**src/hw/usr_pkg.sv**
```systemverilog
// Constants for the serial status, sync-pending and data port block
// Behaviour
// - Repeat limit sets bit 7, write one clears
// - Transmitter empty only in LIN master framing
// - Clash with detection enabled sets bit 5
// - Auto-baud sync field not 0x55 sets bit 4
// - Bit 3 shows synchronised CTS level with flow pad mapping, read-only
// - Overrun when buffer full, shift waiting, start
// - Zero first stop bit sets framing error
// - Parity checked only in kinds 1, 5, 7
// - Error flags travel with each buffered character
// - Error flags clear by one or receiver off
// - Count config write busy; rewrite gives bus error
// - Tally sync busy after error and wake-up
// - Second control write busy while unit enabled
// - Enable and soft reset writes set busy
// - Smart card counts parity plus NACK errors
// - Reading the tally clears it
// - Direction field selects off, transmit, receive counting
// - Count limit raises done flag with 32-bit access; zero reserved
// - Data port reads receive, writes transmit
// - Data sized 32 bits or character width
// - Halt-on-debug stops baud generator while halted
// - Any error flag setting raises summary error
package usr_pkg;
    localparam int ADDR_W = 8;
    localparam logic [7:0] IDX_STATUS = 8'h1a;
    localparam logic [7:0] IDX_SYNC = 8'h1c;
    localparam logic [7:0] IDX_TALLY = 8'h20;
    localparam logic [7:0] IDX_LEN = 8'h22;
    localparam logic [7:0] IDX_DATA = 8'h28;
    localparam logic [7:0] IDX_DBG = 8'h30;
    localparam int B_REPEAT_LIMIT_FLAG = 7;
    localparam int B_TXE = 6;
    localparam int B_BUS_CLASH_FLAG = 5;
    localparam int B_ISF = 4;
    localparam int B_CTS = 3;
    localparam int B_OVF = 2;
    localparam int B_FRAMING_ERROR_FLAG = 1;
    localparam int B_PARITY_ERROR_FLAG = 0;
    localparam int SB_SOFT_RESET_REQUEST = 0;
    localparam int SB_ENABLE = 1;
    localparam int SB_SECOND_CONTROL_REG = 2;
    localparam int SB_TALLY = 3;
    localparam int SB_LEN = 4;
    localparam int SB_N = 5;
    localparam int LEN_DIR_LO = 8;
    localparam int B_HALT = 0;
    localparam logic [3:0] FORM_PAR0 = 4'h1;
    localparam logic [3:0] FORM_PAR1 = 4'h5;
    localparam logic [3:0] FORM_SC = 4'h7;
    localparam logic [3:0] FORM_LIN_MASTER = 4'h2;
    localparam logic [3:0] FORM_AUTOBAUD = 4'h4;
    localparam logic [1:0] TXPO_FLOW = 2'h2;
    localparam logic [7:0] SYNC_FIELD = 8'h55;
    localparam logic [1:0] CDIR_OFF = 2'h0;
    localparam logic [1:0] CDIR_TX = 2'h1;
    localparam logic [1:0] CDIR_RX = 2'h2;
    localparam logic [7:0] LEN_RESV = 8'h00;
    localparam logic [15:0] STATUS_RST = 16'h0000;
    localparam logic [31:0] DATA_RST = 32'h0000_0000;
    localparam logic [7:0] BYTE_RST = 8'h00;
    localparam int CLK_NS = 10;
    localparam int SYNC_NS = 30;
    localparam logic [1:0] SYNC_CYC = 2'((SYNC_NS + CLK_NS - 1) / CLK_NS);
endpackage : usr_pkg

```
**src/hw/usr_regs.sv**
```systemverilog
// Status flags, sync-pending, error tally, length counter, data port, debug halt
module usr_regs (
    input wire logic core_clk,
    input wire logic rst_b,
    input wire logic psel,
    input wire logic penable,
    input wire logic pwrite,
    input wire logic [usr_pkg::ADDR_W-1:0] paddr,
    input wire logic [31:0] pwdata,
    output logic [31:0] prdata,
    output logic pready,
    output logic pslverr,
    input wire logic [3:0] frame_kind_select,
    input wire logic clash_detect_enable,
    input wire logic [1:0] tx_pad_mapping,
    input wire logic wide_access_enable,
    input wire logic [2:0] char_width,
    input wire logic rx_enable,
    input wire logic unit_enabled,
    input wire logic soft_reset_request,
    input wire logic enable_write,
    input wire logic second_control_write,
    input wire logic wake_up,
    input wire logic cpu_debug_halted,
    input wire logic cts_pin,
    input wire logic repeat_limit_evt,
    input wire logic tx_idle_evt,
    input wire logic clash_evt,
    input wire logic sync_field_valid,
    input wire logic [7:0] sync_field_val,
    input wire logic rx_start_evt,
    input wire logic rx_shift_waiting,
    input wire logic rx_char_valid,
    input wire logic [31:0] rx_char_data,
    input wire logic rx_stop_bit,
    input wire logic rx_parity_bad,
    input wire logic nack_err_evt,
    input wire logic tx_taken,
    output logic [31:0] tx_holding_reg,
    output logic tx_holding_empty_flag,
    output logic rx_done_flag,
    output logic rx_buf_full,
    output logic length_done,
    output logic [usr_pkg::SB_N-1:0] sync_pending_out,
    output logic baud_halt,
    output logic error_flag_pulse
);
    import usr_pkg::*;

    logic [1:0] cts_sync_r;
    logic repeat_limit_flag_r, txe_r, bus_clash_flag_r, isf_r;
    logic [31:0] buf_data_r [2];
    logic [2:0] buf_err_r [2];
    logic rd_ptr_r;
    logic [1:0] cnt_r, cnt_nxt;
    logic [7:0] tally_r;
    logic [7:0] len_limit_r, len_cnt_r;
    logic [1:0] cdir_r;
    logic halt_on_debug_r;
    logic [31:0] tx_data_r;
    logic tx_valid_r, tx_empty_r;
    logic [1:0] sb_cnt_r [SB_N];
    logic [SB_N-1:0] sync_busy, sync_trig;
    logic [31:0] prdata_r;
    logic pslverr_r, rx_done_r, rx_full_r, len_done_r, halt_r, err_pulse_r, pready_r;

    logic [7:0] idx;
    logic setup, acc, acc_wr, acc_rd, st_wr, pop, push, wr_ptr;
    logic ovf_set, bus_clash_flag_set, isf_set, par_chk, tally_inc;
    logic [2:0] head_err;
    logic [15:0] status_val;
    logic [31:0] char_mask;

    // Full byte decode; halfword registers keep their own byte offsets
    assign idx = paddr;
    assign setup = psel && !penable;
    assign acc = psel && penable;
    assign acc_wr = acc && pwrite;
    assign acc_rd = acc && !pwrite;
    assign st_wr = acc_wr && idx == IDX_STATUS;
    assign head_err = buf_err_r[rd_ptr_r];
    assign wr_ptr = rd_ptr_r ^ cnt_r[0];
    assign pop = acc_rd && idx == IDX_DATA && cnt_r != 2'd0;
    assign push = rx_enable && rx_char_valid && (cnt_r != 2'd2 || pop);
    assign par_chk = frame_kind_select == FORM_PAR0 || frame_kind_select == FORM_PAR1
        || frame_kind_select == FORM_SC;
    assign ovf_set = rx_enable && rx_start_evt && cnt_r == 2'd2 && rx_shift_waiting;
    assign bus_clash_flag_set = clash_detect_enable && clash_evt;
    assign isf_set = frame_kind_select == FORM_AUTOBAUD && sync_field_valid
        && sync_field_val != SYNC_FIELD;
    assign tally_inc = frame_kind_select == FORM_SC
        && ((push && rx_parity_bad) || nack_err_evt);

    // Character width mask; 0 is 8 bits, 1 is 9 bits, 5..7 are literal
    always_comb begin
        char_mask = 32'h0000_00ff;
        if (wide_access_enable) begin
            char_mask = 32'hffff_ffff;
        end else if (char_width == 3'd1) begin
            char_mask = 32'h0000_01ff;
        end else if (char_width >= 3'd5) begin
            char_mask = ~(32'hffff_ffff << char_width);
        end
    end

    // CTS pin is asynchronous to the core clock
    always_ff @(posedge core_clk) begin
        if (!rst_b) begin
            cts_sync_r <= 2'b00;
        end else begin
            cts_sync_r <= {cts_sync_r[0], cts_pin};
        end
    end

    always_comb begin
        status_val = STATUS_RST;
        status_val[B_REPEAT_LIMIT_FLAG] = repeat_limit_flag_r;
        status_val[B_TXE] = txe_r && frame_kind_select == FORM_LIN_MASTER;
        status_val[B_BUS_CLASH_FLAG] = bus_clash_flag_r;
        status_val[B_ISF] = isf_r;
        status_val[B_CTS] = cts_sync_r[1] && tx_pad_mapping == TXPO_FLOW;
        status_val[B_OVF] = head_err[2];
        status_val[B_FRAMING_ERROR_FLAG] = head_err[1];
        status_val[B_PARITY_ERROR_FLAG] = head_err[0];
    end

    // Flags set by hardware win over a same-cycle clear
    always_ff @(posedge core_clk) begin
        if (!rst_b) begin
            repeat_limit_flag_r <= 1'b0;
            txe_r <= 1'b0;
        end else begin
            if (st_wr && pwdata[B_REPEAT_LIMIT_FLAG]) begin
                repeat_limit_flag_r <= 1'b0;
            end
            if (repeat_limit_evt) begin
                repeat_limit_flag_r <= 1'b1;
            end
            if (st_wr && pwdata[B_TXE]) begin
                txe_r <= 1'b0;
            end
            if (frame_kind_select == FORM_LIN_MASTER && tx_idle_evt && !tx_valid_r) begin
                txe_r <= 1'b1;
            end
        end
    end

    always_ff @(posedge core_clk) begin
        if (!rst_b || !rx_enable) begin
            bus_clash_flag_r <= 1'b0;
            isf_r <= 1'b0;
        end else begin
            if (st_wr && pwdata[B_BUS_CLASH_FLAG]) begin
                bus_clash_flag_r <= 1'b0;
            end
            if (bus_clash_flag_set) begin
                bus_clash_flag_r <= 1'b1;
            end
            if (st_wr && pwdata[B_ISF]) begin
                isf_r <= 1'b0;
            end
            if (isf_set) begin
                isf_r <= 1'b1;
            end
        end
    end

    always_comb begin
        cnt_nxt = cnt_r;
        if (push && !pop) begin
            cnt_nxt = cnt_r + 2'd1;
        end else if (pop && !push) begin
            cnt_nxt = cnt_r - 2'd1;
        end
        if (!rx_enable) begin
            cnt_nxt = 2'd0;
        end
    end

    // Two-entry receive buffer; each entry carries its own error bits
    always_ff @(posedge core_clk) begin
        if (!rst_b || !rx_enable) begin
            cnt_r <= 2'd0;
            rd_ptr_r <= 1'b0;
            buf_err_r[0] <= 3'b000;
            buf_err_r[1] <= 3'b000;
            buf_data_r[0] <= DATA_RST;
            buf_data_r[1] <= DATA_RST;
        end else begin
            cnt_r <= cnt_nxt;
            if (pop) begin
                rd_ptr_r <= ~rd_ptr_r;
            end
            if (st_wr) begin
                buf_err_r[rd_ptr_r] <= head_err & ~pwdata[2:0];
            end
            if (ovf_set) begin
                buf_err_r[rd_ptr_r][2] <= 1'b1;
            end
            if (push) begin
                buf_data_r[wr_ptr] <= rx_char_data;
                buf_err_r[wr_ptr] <= {1'b0, !rx_stop_bit, par_chk && rx_parity_bad};
            end
        end
    end

    // Read clears the tally, but an error in the same cycle still counts
    always_ff @(posedge core_clk) begin
        if (!rst_b) begin
            tally_r <= BYTE_RST;
        end else if (acc_rd && idx == IDX_TALLY) begin
            tally_r <= {7'd0, tally_inc};
        end else if (tally_inc) begin
            tally_r <= tally_r + 8'd1;
        end
    end

    assign sync_trig[SB_SOFT_RESET_REQUEST] = soft_reset_request;
    assign sync_trig[SB_ENABLE] = enable_write;
    assign sync_trig[SB_SECOND_CONTROL_REG] = second_control_write && unit_enabled;
    assign sync_trig[SB_TALLY] = wake_up || tally_inc;
    assign sync_trig[SB_LEN] = acc_wr && idx == IDX_LEN && !pslverr_r;

    // Fixed crossing latency toward the core domain
    for (genvar i = 0; i < SB_N; i++) begin : g_sync
        logic busy_r;
        assign sync_busy[i] = busy_r;
        always_ff @(posedge core_clk) begin
            if (!rst_b) begin
                sb_cnt_r[i] <= 2'd0;
                busy_r <= 1'b0;
            end else if (sync_trig[i]) begin
                sb_cnt_r[i] <= SYNC_CYC;
                busy_r <= 1'b1;
            end else if (busy_r) begin
                sb_cnt_r[i] <= sb_cnt_r[i] - 2'd1;
                busy_r <= sb_cnt_r[i] != 2'd1;
            end
        end
    end

    always_ff @(posedge core_clk) begin
        if (!rst_b) begin
            len_limit_r <= BYTE_RST;
            cdir_r <= CDIR_OFF;
            halt_on_debug_r <= 1'b0;
        end else begin
            if (sync_trig[SB_LEN]) begin
                len_limit_r <= pwdata[7:0];
                cdir_r <= pwdata[LEN_DIR_LO+1:LEN_DIR_LO];
            end
            if (acc_wr && idx == IDX_DBG) begin
                halt_on_debug_r <= pwdata[B_HALT];
            end
        end
    end

    // Length counter; a zero limit is reserved and never fires
    always_ff @(posedge core_clk) begin
        if (!rst_b || sync_trig[SB_LEN]) begin
            len_cnt_r <= BYTE_RST;
            len_done_r <= 1'b0;
        end else begin
            len_done_r <= 1'b0;
            if (wide_access_enable && len_limit_r != LEN_RESV && acc && idx == IDX_DATA
                && ((cdir_r == CDIR_TX && pwrite) || (cdir_r == CDIR_RX && pop))) begin
                if (len_cnt_r + 8'd1 == len_limit_r) begin
                    len_cnt_r <= BYTE_RST;
                    len_done_r <= 1'b1;
                end else begin
                    len_cnt_r <= len_cnt_r + 8'd1;
                end
            end
        end
    end

    // New data written before the old is taken replaces it
    always_ff @(posedge core_clk) begin
        if (!rst_b) begin
            tx_data_r <= DATA_RST;
            tx_valid_r <= 1'b0;
            tx_empty_r <= 1'b1;
        end else if (acc_wr && idx == IDX_DATA) begin
            tx_data_r <= pwdata & char_mask;
            tx_valid_r <= 1'b1;
            tx_empty_r <= 1'b0;
        end else if (tx_taken) begin
            tx_valid_r <= 1'b0;
            tx_empty_r <= 1'b1;
        end
    end

    // Read data is latched in the setup phase so every output is a flop
    always_ff @(posedge core_clk) begin
        if (!rst_b) begin
            prdata_r <= DATA_RST;
            pslverr_r <= 1'b0;
        end else if (setup) begin
            pslverr_r <= 1'b0;
            prdata_r <= DATA_RST;
            case (idx)
                IDX_STATUS: prdata_r <= {16'h0000, status_val};
                IDX_SYNC: prdata_r <= {27'd0, sync_busy};
                IDX_TALLY: prdata_r <= {24'd0, tally_r};
                IDX_LEN: begin
                    prdata_r <= {22'd0, cdir_r, len_limit_r};
                    pslverr_r <= pwrite && sync_busy[SB_LEN];
                end
                IDX_DATA: prdata_r <= buf_data_r[rd_ptr_r] & char_mask;
                IDX_DBG: prdata_r <= {31'd0, halt_on_debug_r};
                default: pslverr_r <= 1'b1;
            endcase
        end
    end

    always_ff @(posedge core_clk) begin
        if (!rst_b) begin
            rx_done_r <= 1'b0;
            rx_full_r <= 1'b0;
            halt_r <= 1'b0;
            err_pulse_r <= 1'b0;
            pready_r <= 1'b0;
        end else begin
            pready_r <= 1'b1;
            rx_done_r <= cnt_nxt != 2'd0;
            rx_full_r <= cnt_nxt == 2'd2;
            halt_r <= halt_on_debug_r && cpu_debug_halted;
            err_pulse_r <= bus_clash_flag_set || isf_set || ovf_set
                || (push && (!rx_stop_bit || (par_chk && rx_parity_bad)));
        end
    end

    assign prdata = prdata_r;
    assign pready = pready_r;
    assign pslverr = pslverr_r;
    assign tx_holding_reg = tx_data_r;
    assign tx_holding_empty_flag = tx_empty_r;
    assign rx_done_flag = rx_done_r;
    assign rx_buf_full = rx_full_r;
    assign length_done = len_done_r;
    assign baud_halt = halt_r;
    assign error_flag_pulse = err_pulse_r;
    assign sync_pending_out = sync_busy;
endmodule : usr_regs

```
**config.mk**
```make
export PLATFORM = sky130hd
export DESIGN_NAME = usr_regs
export DESIGN_NICKNAME = d
export VERILOG_FILES = /design/src/hw/usr_pkg.sv /design/src/hw/usr_regs.sv
export SDC_FILE = /design/constraint.sdc
export NUM_CORES = 1
export LEC_CHECK = 0
export BUFFER_PORTS_ARGS = -buffer_cell sky130_fd_sc_hd__buf_2
export CAP_MARGIN = 20
export CORE_MARGIN = 8
export CORE_UTILIZATION = 25
export CTS_CLUSTER_SIZE = 40
export DETAILED_ROUTE_END_ITERATION = 12
export GPL_TIMING_DRIVEN = 0
export MAX_ROUTING_LAYER = met4
export RECOVER_POWER = 100
export SLEW_MARGIN = 20
export SYNTH_ARGS = -nofsm -noshare
export SYNTH_HDL_FRONTEND = slang
export SYNTH_SLANG_ARGS = --single-unit
```
**constraint.sdc**
```tcl
create_clock -name core_clk -period 6.6 [get_ports core_clk]
set_input_delay 0.66 -clock core_clk [delete_from_list [all_inputs] [get_ports core_clk]]
set_output_delay 0.66 -clock core_clk [all_outputs]
set_load 0.1 [all_outputs]
```
==> results.md, run 1 <==
- Status: complete, but fails checks
- Failing checks: capacitance limit, slew limit
- CTS tree: done
- DR pass1 iterations: 5
- Endpoint class of the critical path: register
- Most frequent CP cell: clkbuf_1
- Area grow syn2layout: 21.5%
- Cells after Synth: 891
- FFs w/ async S/R, synth: 0
- Post-route ant nets: 0
- Worst-path clk slew: 80 ps
- Final count of hold timing violations: 0
- Final #Nets: 1226
- DRC: 0
- Number of post-CTS setup repair buffers: 0
- Vias in the first global route: 7257
- Worst path bufs/invs: 3
- Root Driver: clkbuf_16
- Top FF cell, synth: dfxtp_1
- Post-DR wirelength/cell: 17.7 um
- Post-Syn Nets: 1015
- Layout Cells excl Fill: 1581
- # H-tree levels: 4
- Max VDD drop: 0.161 mV
- Post-CTS sizing: 0
- Worst-margin pin slew: 2220 ps
- Crit path max fanout: 22
- Top delay family on crit path: buffers and inverters
- Die area: 0.0413 mm2
- Clock Path Buffers: 2
- Global-route wire length before repair: 42.0 mm
- Crit path DAT: 4170 ps
- Seq/Total Area, Yosys: 0.535
- Cell variety after synth: 65
- CTS sink count: 195
- Leak: 0.00381 uW
- GPL Wtd Cong: 0.866
- RSZ-0062 raised after global routing: no
- Boundary Pins: 192
- Yosys reg bits: 195
- Biggest cell delay along the critical path: 1050 ps
- GRT overflow: 0
- Synth Cell Area: 0.00875 mm2
- Proportion of layout cells with a drive suffix above 1: 0.139
- Slowest cell on the critical path: clkbuf_1
- Hold/Removal Path Class: in2reg
- P per Cell Area: 237 mW/mm2
- Die W: 203 um
- DR vias: 7280
- Hold_ws: 421 ps
- Slew headroom: -0.519
- CP Cell Sequence: clkbuf_1, or4b_1, clkbuf_1, or4_1, a21oi_1, a21o_1, clkbuf_1
- Die H: 203 um
- Pins Over Slew Limit: 10
- TNS Setup: 0 ps
- CTS Buf Count: 17
- Worst EP required: 6640 ps
- Multi-input gate area: 0.00366 mm2
- Final Cycle Share: 0.625
- Crit Path Category: in2reg
- Post-synth EDFFs: 78
- DP HPWL: 21.6 mm
- Max Cap Viol: 1
- Std-Cell Rows: 68
- Yosys warnings: 0
- Crit path time final: 4130 ps
- Max reg flops: 64
- Iteration-0 DRC Markers: 444
- # hold bufs at CTS: 0
- Number of port buffers: 190
- Initial antenna violation count: 11
- Fmax: 0.242 GHz
- Largest net degree at the start of global routing: 23
- Filler cell count: 3743
- Initial Utilization: 0.253
- GR Util All Layers: 0.136
- Mean area per synthesized cell: 9.83 um2
- Core ar.: 0.0345 mm2
- DRT Wirelength: 28.0 mm
- Post-DR vias/cell: 4.60
- CP Launch Type: input port
- Clock skew: 13.6 ps
- Dpl cells: 1538
- Setup violations, final: 0
- Clk_lat worst skew: 440 ps
- Register area: 0.00468 mm2
==> synth_stat cells, drive strengths merged (3+ instances only) <==
| cell type | n | share of area |
|---|---|---|
| nand4 | 3 | 0.0021 |
| a21oi | 97 | 0.057 |
| ha | 9 | 0.013 |
| nor2b | 4 | 0.0029 |
| a22o | 9 | 0.0090 |
| a21o | 8 | 0.0069 |
| a221oi | 3 | 0.0030 |
| mux2i | 33 | 0.038 |
| nor2 | 90 | 0.039 |
| edfxtp | 78 | 0.27 |
| and2 | 67 | 0.048 |
| a22oi | 4 | 0.0034 |
| clkbuf | 32 | 0.014 |
| nand3b | 4 | 0.0034 |
| nor3b | 5 | 0.0043 |
| or4 | 3 | 0.0030 |
| nor3 | 11 | 0.0063 |
| nand3 | 47 | 0.027 |
| nand2b | 15 | 0.011 |
| xor2 | 5 | 0.0050 |
| or3 | 7 | 0.0050 |
| o22ai | 4 | 0.0029 |
| mux2 | 4 | 0.0051 |
| a31oi | 7 | 0.0050 |
| xnor2 | 20 | 0.020 |
| buf | 22 | 0.018 |
| inv | 19 | 0.0081 |
| dfxtp | 117 | 0.27 |
| nand2 | 84 | 0.036 |
| o31ai | 4 | 0.0040 |
| or2 | 3 | 0.0021 |
| nor4 | 9 | 0.0079 |
| and3 | 8 | 0.0057 |
| o21ai | 23 | 0.013 |
| o211ai | 6 | 0.0051 |
==> layout make-up <==
type	instances	area share
Sequential cell	195	0.440
Multi-Input combinational cell	623	0.344
Timing Repair Buffer	192	0.0807
Tap cell	455	0.0535
Clock buffer	17	0.0400
Buffer	54	0.0209
Clock inverter	15	0.0115
Inverter	19	0.00670
Antenna cell	11	0.00259
==> power by group <==
group / switching, uW / internal [uW] / leakage, uW / total (uW)
clock: 502 / 493 / 0.000267 / 995
combinational: 156 / 62.7 / 0.00172 / 219
sequential: 15.7 / 1290 / 0.00182 / 1310
total: 673 / 1850 / 0.00381 / 2520
==> final timing paths <==
check                                    from                 to  slack (ps)  cells past startpoint
worst min register to register  cts_sync_r[0]      cts_sync_r[1]         450                      1
worst max-delay path                 paddr[2]  buf_data_r[0][22]        2470                      7
worst max register to register       cnt_r[0]  buf_data_r[0][22]        2510                      7
worst min-delay path                    rst_b             pready         420                      1
==> cells by family (layout without fill, tap and decap cells) <==
logic type	after synthesis	count (layout)	share of synthesized area
other cells	0	11	0
flops	195	195	0.535
simple gates	371	371	0.216
fa+ha+maj	9	9	0.0129
mux	37	37	0.0429
buf+inv	73	297	0.0400
xor+xnor	25	25	0.0250
compound gates	181	181	0.128
==> through the flow <==
stage,total power (uW),worst slack (ps),utilization,area (um2)
CTS,2550,3510,0.315,10900
global route,2610,2220,0.308,10600
finish,2520,2470,0.308,10600
global placement,1560,2550,0.297,10300
detailed placement,1560,3180,0.299,10300
floorplan,1460,3300,-,8750
==> cells in the final DEF (no fill, tap or decap), types with 4 or more instances in the layout <==
cell	n
a21o_1	8
a21oi_1	97
a22o_1	9
a22oi_1	4
a31oi_1	7
and2_0	30
and2_1	37
and3_1	8
buf_2	111
buf_4	5
clkbuf_1	128
clkbuf_16	17
dfxtp_1	117
diode_2	11
edfxtp_1	78
ha_1	9
inv_1	19
inv_6	6
mux2_2	4
mux2i_1	33
nand2_1	84
nand2b_1	15
nand3_1	47
nand3b_1	4
nor2_1	90
nor2b_1	4
nor3_1	11
nor3b_1	5
nor4_1	9
o211ai_1	6
o21ai_0	23
o22ai_1	4
or3_1	7
xnor2_1	20
xor2_1	5
==> metal layers <==
layer | part of all wire | track usage | vias up
met5 | 0 | - | -
met2 | 0.47 | 0.217 | 244
li1 | - | - | 3594
met3 | 0.071 | 0.0427 | 38
met4 | 0.025 | 0.0453 | 0
met1 | 0.43 | 0.162 | 3404
Note: power is estimated with default switching activity, not from simulation.
==> inputs of run 2 (changes only) <==
==> constraint.sdc (replaced) <==
create_clock -name core_clk -period 3.5 [get_ports core_clk]
set_input_delay 0.35 -clock core_clk [delete_from_list [all_inputs] [get_ports core_clk]]
set_output_delay 0.35 -clock core_clk [all_outputs]
set_load 0.1 [all_outputs]
==> run 2 against run 1 <==
  * The flow still finishes with violations (capacitance limit, slew limit)
  * Worst hold slack got worse by 310 ps
  * Wire length decreased by 0.19%
  * Clock skew increased by 1.8 ps
  * Critical path depth increased by 2
  * Utilization increased by 0.27 points
  * Combinational power increased by 93%
  * Count of clock-buffer cells in the layout unchanged
==> results.md, run 2 (synthesis gave the netlist of run 1 again) <==
- Status: complete, but fails checks
- Failing checks: capacitance limit, slew limit
- Iteration-0 DRC Markers: 482 (+8.6%)
- Clk_lat worst skew: 440 ps (about the same)
- Fmax: 0.316 GHz
- R2R depth: 9 (+2)
- Slew headroom: -0.0363 (+0.482)
- Std-Cell Rows: 68 (unchanged)
- Crit path time final: 3160 ps
- GPL Wtd Cong: 0.866 (unchanged)
- CTS tree: done
- CP Cell Sequence: inv_1, ha_1, nand4bb_1, or4_1, a21oi_4, and3_1, clkbuf_1, clkbuf_2, and2_0
- Final Power: 4760 uW (+89%)
- Number of port buffers: 190 (unchanged)
- Core ar.: 0.0345 mm2 (unchanged)
- DP HPWL: 21.6 mm (unchanged)
- RR Startpoint: cnt_r[0]
- Commonest non-fill, non-tap cell in the layout: clkbuf_1
- Post-route ant nets: 0 (unchanged)
- Dpl cells: 1538 (unchanged)
- Final Cycle Share: 0.904
- Worst EP required: 3790 ps (-2850 ps)
- Worst-path clk slew: 80 ps (about the same)
- CP Launch Type: register
- Setup slack, reg-to-reg: 340 ps (-2170 ps)
- Proportion of layout cells with a drive suffix above 1: 0.149 (+0.00987)
- Die H: 203 um (unchanged)
- Critical path startpoint: cnt_r[0]
- Die area: 0.0413 mm2 (unchanged)
- Worst setup endpoint: buf_data_r[1][5]
- Most frequent cells in the layout: 121 x clkbuf_1, 117 x dfxtp_1, 111 x buf_2
- # hold bufs at CTS: 0 (unchanged)
- P per Cell Area: 443 mW/mm2 (+87%)
- RSZ-0062 raised after global routing: no
- Area grow syn2layout: 22.6%
- Crit path DAT: 3460 ps (-710 ps)
- Initial antenna violation count: 11 (unchanged)
- DR pass1 iterations: 5 (unchanged)
- Boundary Pins: 192 (unchanged)
- Initial Utilization: 0.253 (unchanged)
- Crit Path Category: reg2reg
- Die W: 203 um (unchanged)
- CTS Buf Count: 17 (unchanged)
- Post-CTS sizing: 0 (unchanged)
- CTS sink count: 195 (unchanged)
- DR vias: 7321 (+0.56%)
- Crit path max fanout: 10 (-55%)
- Clock skew: 15.4 ps (+1.85 ps)
- Worst-margin pin slew: 1550 ps (-670 ps)
- Hold/Removal Path Class: in2reg
- Clock Path Buffers: 2 (unchanged)
- Place WS: 395 ps (-2790 ps)
- Setup violations, final: 0 (unchanged)
- Hold_ws: 112 ps (-309 ps)
- Vias in the first global route: 7257 (unchanged)
- DRC: 0 (unchanged)
- Root Driver: clkbuf_16
- Biggest cell delay along the critical path: 670 ps (-380 ps)
- Post-DR vias/cell: 4.63 (+0.56%)
- Endpoint class of the critical path: register
- Layout Cells excl Fill: 1581 (unchanged)
- Largest net degree at the start of global routing: 23 (unchanged)
- GR Util All Layers: 0.136 (unchanged)
- # H-tree levels: 4 (unchanged)
- Leak: 0.00387 uW (+1.7%)
- R2r endpoint: buf_data_r[1][5]
- Slowest cell on the critical path: or4_1
- Final #Nets: 1226 (unchanged)
- Max reg flops: 64 (unchanged)
- Number of post-CTS setup repair buffers: 0 (unchanged)
- Pins Over Slew Limit: 10 (unchanged)
- DRT Wirelength: 27.9 mm (-0.19%)
- GRT overflow: 0 (unchanged)
- Global-route wire length before repair: 42.0 mm (unchanged)
- Final count of hold timing violations: 0 (unchanged)
- Post-DR wirelength/cell: 17.7 um (-0.19%)
- Fin worst setup slack: 336 ps (-2140 ps)
- Max VDD drop: 0.301 mV (+87%)
- Max Cap Viol: 1 (unchanged)
## run 2: per-stage QoR
stage | area [um2] | util | TNS [ps]
floorplan | 8750 | - | 0
global placement | 10300 | 0.297 | -11190
detailed placement | 10300 | 0.299 | 0
CTS | 10900 | 0.315 | 0
global route | 10700 | 0.311 | 0
finish | 10700 | 0.311 | 0
## run 2: layer usage
metal  GRT usage  vias up  part of all wire
met5           -        -                 0
met4      0.0453        0             0.025
met3      0.0427       39             0.065
met2       0.217      240              0.48
met1       0.162     3454              0.43
li1            -     3588                 -
## run 2: power by group
part           internal [uW]  switching [uW]
sequential              2430            29.6
combinational            127             296
clock                    930             940
## run 2: worst min-delay path by stage
stage,to,cells after the start,startpoint,slack [ps]
6_report,pready,1,rst_b,110
5_1_grt,pready,1,rst_b,100
4_1_cts,pready,1,rst_b,60
3_5_place_dp,cts_sync_r[1],1,cts_sync_r[0],430
3_3_place_gp,cts_sync_r[1],1,cts_sync_r[0],430
2_1_floorplan,pready,0,rst_b,380
## run 2: area by class of cell
type	instances	area, um2
plain buffers	54	249
repair buffers	192	906
flip-flops and latches	195	4680
fillers	3724	23800
diodes	11	27.5
clock buffers	17	425
inverters	19	71.3
multi-input cells	623	3680
well taps	455	569
clock inverters	15	123
## run 2: critical path: cells and delay by family (launching register included)
family                   cells  cell delay [ps]
AND/OR/NAND/NOR              4             1310
buffers and inverters        3              810
flip-flops                   1              450
AO/OA/AOI/OAI                1              240
adder cells (fa/ha/maj)      1              220
==> inputs of run 3 (changes only) <==
==> constraint.sdc (replaced) <==
create_clock -name core_clk -period 3.5 [get_ports core_clk]
set_input_delay 0.175 -clock core_clk [delete_from_list [all_inputs] [get_ports core_clk]]
set_output_delay 0.175 -clock core_clk [all_outputs]
set_load 0.1 [all_outputs]
==> run 3 against run 2 <==
  * The run still ends with capacitance limit, slew limit left
  * Power is 0.43% higher
  * Global-route usage up 0.080 points
  * Register-to-register slack got worse by 20 ps
  * Cell area is 1.9% higher
  * Sequential share of layout area down 0.83 points
  * Non-clock buffer count is 21 higher
  * Clock power is essentially flat
  * Critical path type unchanged
==> results.md, run 3 (synthesis gave the netlist of run 1 again) <==
- Status: complete, but fails checks
- Failing checks: capacitance limit, slew limit
- Fmax: 0.314 GHz (-0.69%)
- Filler cell count: 3703 (-0.56%)
- Proportion of layout cells with a drive suffix above 1: 0.144 (-0.00451)
- Final count of hold timing violations: 0 (unchanged)
- Sw Pwr: 1270 uW (+0.41%)
- Max Cap Viol: 1 (unchanged)
- Die H: 203 um (unchanged)
- Top delay family on crit path: simple AND/OR/NAND/NOR gates
- Slew headroom: -0.0707 (-0.0344)
- RSZ-0062 raised after global routing: no
- Commonest non-fill, non-tap cell in the layout: clkbuf_1
- Core ar.: 0.0345 mm2 (unchanged)
- Hold_ws: 16.1 ps (-96.1 ps)
- Number of port buffers: 190 (unchanged)
- Sequential power share: 0.516 (-0.002)
- DRT met1 WL: 12.2 mm (+0.86%)
- Most frequent cells in the layout: 121 x clkbuf_1, 117 x dfxtp_1, 111 x buf_2
- Crit path time final: 3190 ps (+22.1 ps)
- DR pass1 iterations: 5 (unchanged)
- Die area: 0.0413 mm2 (unchanged)
- Clock group share of total power: 0.392 (about the same)
- GRT overflow: 0 (unchanged)
- Crit Path Category: reg2reg
- Worst path bufs/invs: 3 (unchanged)
- Hold/Removal Path Class: in2reg
- GPL Wtd Cong: 0.866 (unchanged)
- Std-Cell Rows: 68 (unchanged)
- Combinational power share: 0.093 (+0.004)
- Final instance area: 0.0109 mm2 (+1.9%)
- Post-route ant nets: 0 (unchanged)
- CP Launch Type: register
- Clk_lat worst skew: 440 ps (about the same)
- GR Util All Layers: 0.137 (+0.000799)
- Global-route wire length before repair: 42.3 mm (+0.87%)
- TNS Setup: 0 ps (unchanged)
- Final Cycle Share: 0.910 (+0.00631)
- Max reg flops: 64 (unchanged)
- Max VDD drop: 0.301 mV (about the same)
- DP HPWL: 21.6 mm (unchanged)
- CTS tree: done
- Initial antenna violation count: 10 (-1)
- P per Cell Area: 436 mW/mm2 (-1.5%)
- Clock skew: 14.6 ps (-0.854 ps)
- Largest net degree at the start of global routing: 23 (unchanged)
- Worst EP required: 3810 ps (+20 ps)
- DRC: 0 (unchanged)
- Final #Nets: 1247 (+1.7%)
- Worst-margin pin slew: 1600 ps (+51.5 ps)
- Initial Utilization: 0.253 (unchanged)
- Post-CTS sizing: 0 (unchanged)
- Metal3 WL: 1.87 mm (+2.1%)
- Clock Path Buffers: 2 (unchanged)
- Detailed-routed wire length on met2: 13.1 mm (-1.4%)
- CP Cell Sequence: inv_1, ha_1, nand4bb_1, or4_1, a21oi_4, and3_1, clkbuf_1, clkbuf_2, and2_1
- Switch share: 0.266 (about the same)
- DR vias: 7383 (+0.85%)
- Pins Over Slew Limit: 10 (unchanged)
- Vias in the first global route: 7371 (+1.6%)
- CTS Buf Count: 17 (unchanged)
- Boundary Pins: 192 (unchanged)
- Worst-path clk slew: 80 ps (about the same)
- Root Driver: clkbuf_16
- DRT Wirelength: 28.0 mm (+0.38%)
- Endpoint class of the critical path: register
- Crit path max fanout: 10 (unchanged)
- # H-tree levels: 4 (unchanged)
- Area grow syn2layout: 25.0%
- Area after DPL: 0.0103 mm2 (unchanged)
- Post-DR wirelength/cell: 17.5 um (-0.87%)
- Slowest cell on the critical path: or4_1
- CTS sink count: 195 (unchanged)
- Crit path DAT: 3490 ps (+30 ps)
- DR top layer: met4
- Die W: 203 um (unchanged)
- Setup violations, final: 0 (unchanged)
- Internal power: 3510 uW (+0.43%)
- Iteration-0 DRC Markers: 453 (-6.0%)
- Biggest cell delay along the critical path: 670 ps (about the same)
- Post-DR vias/cell: 4.61 (-0.41%)
- Leak: 0.00396 uW (+2.3%)
## run 3: worst paths after layout
check | cells past startpoint | end | slack (ps) | from
max | 9 | buf_data_r[0][17] | 310 | cnt_r[0]
min | 3 | tx_holding_reg[17] | 20 | pwdata[17]
max reg2reg | 9 | buf_data_r[0][17] | 310 | cnt_r[0]
min reg2reg | 1 | cts_sync_r[1] | 450 | cts_sync_r[0]
## run 3: power by group through the flow
stage,Clock [uW],Sequential [uW],Combinational (uW)
6_report,1870,2460,443
5_1_grt,2000,2470,480
4_1_cts,1910,2460,453
3_5_place_dp,0,2520,434
3_3_place_gp,0,2510,423
2_1_floorplan,0,2570,186
## run 3: area by class of cell
class,instances,area [um2],area share
multi-input combinational,623,3680,0.336
clock buffer,17,425,0.0389
clock inverter,15,123,0.0112
antenna,10,25.0,0.00229
buffer,54,249,0.0228
timing repair buffer,213,1120,0.102
inverter,19,71.3,0.00652
sequential,195,4680,0.428
tap,455,569,0.0520
## run 3: metrics by stage
stage                util  total power (uW)  instances  setup WS, ps
CTS                 0.320              4830       1588           413
detailed placement  0.299              2950       1538           453
global route        0.317              4960       1601           149
floorplan               -              2760        891           547
global placement    0.297              2940       1536          -151
finish              0.317              4780       1601           314
## run 3: worst reg2reg max path: stages, from the launching register on
cell,delay (ps)
dfxtp_1,450
inv_1,130
ha_1,220
nand4bb_1,310
or4_1,670
a21oi_4,240
and3_1,180
clkbuf_1,380
clkbuf_2,310
and2_1,160
## run 3: timing repair
action,CTS,global route
setup endpoints to repair,0,0
buffers inserted,0,0
hold endpoints to repair,18,3
hold buffers,18,3
## run 3: metal layers
layer / GRT usage / vias up
met3: 0.0427 / 46
met2: 0.217 / 227
met5: - / -
met4: 0.0479 / 0
li1: - / 3631
met1: 0.163 / 3479
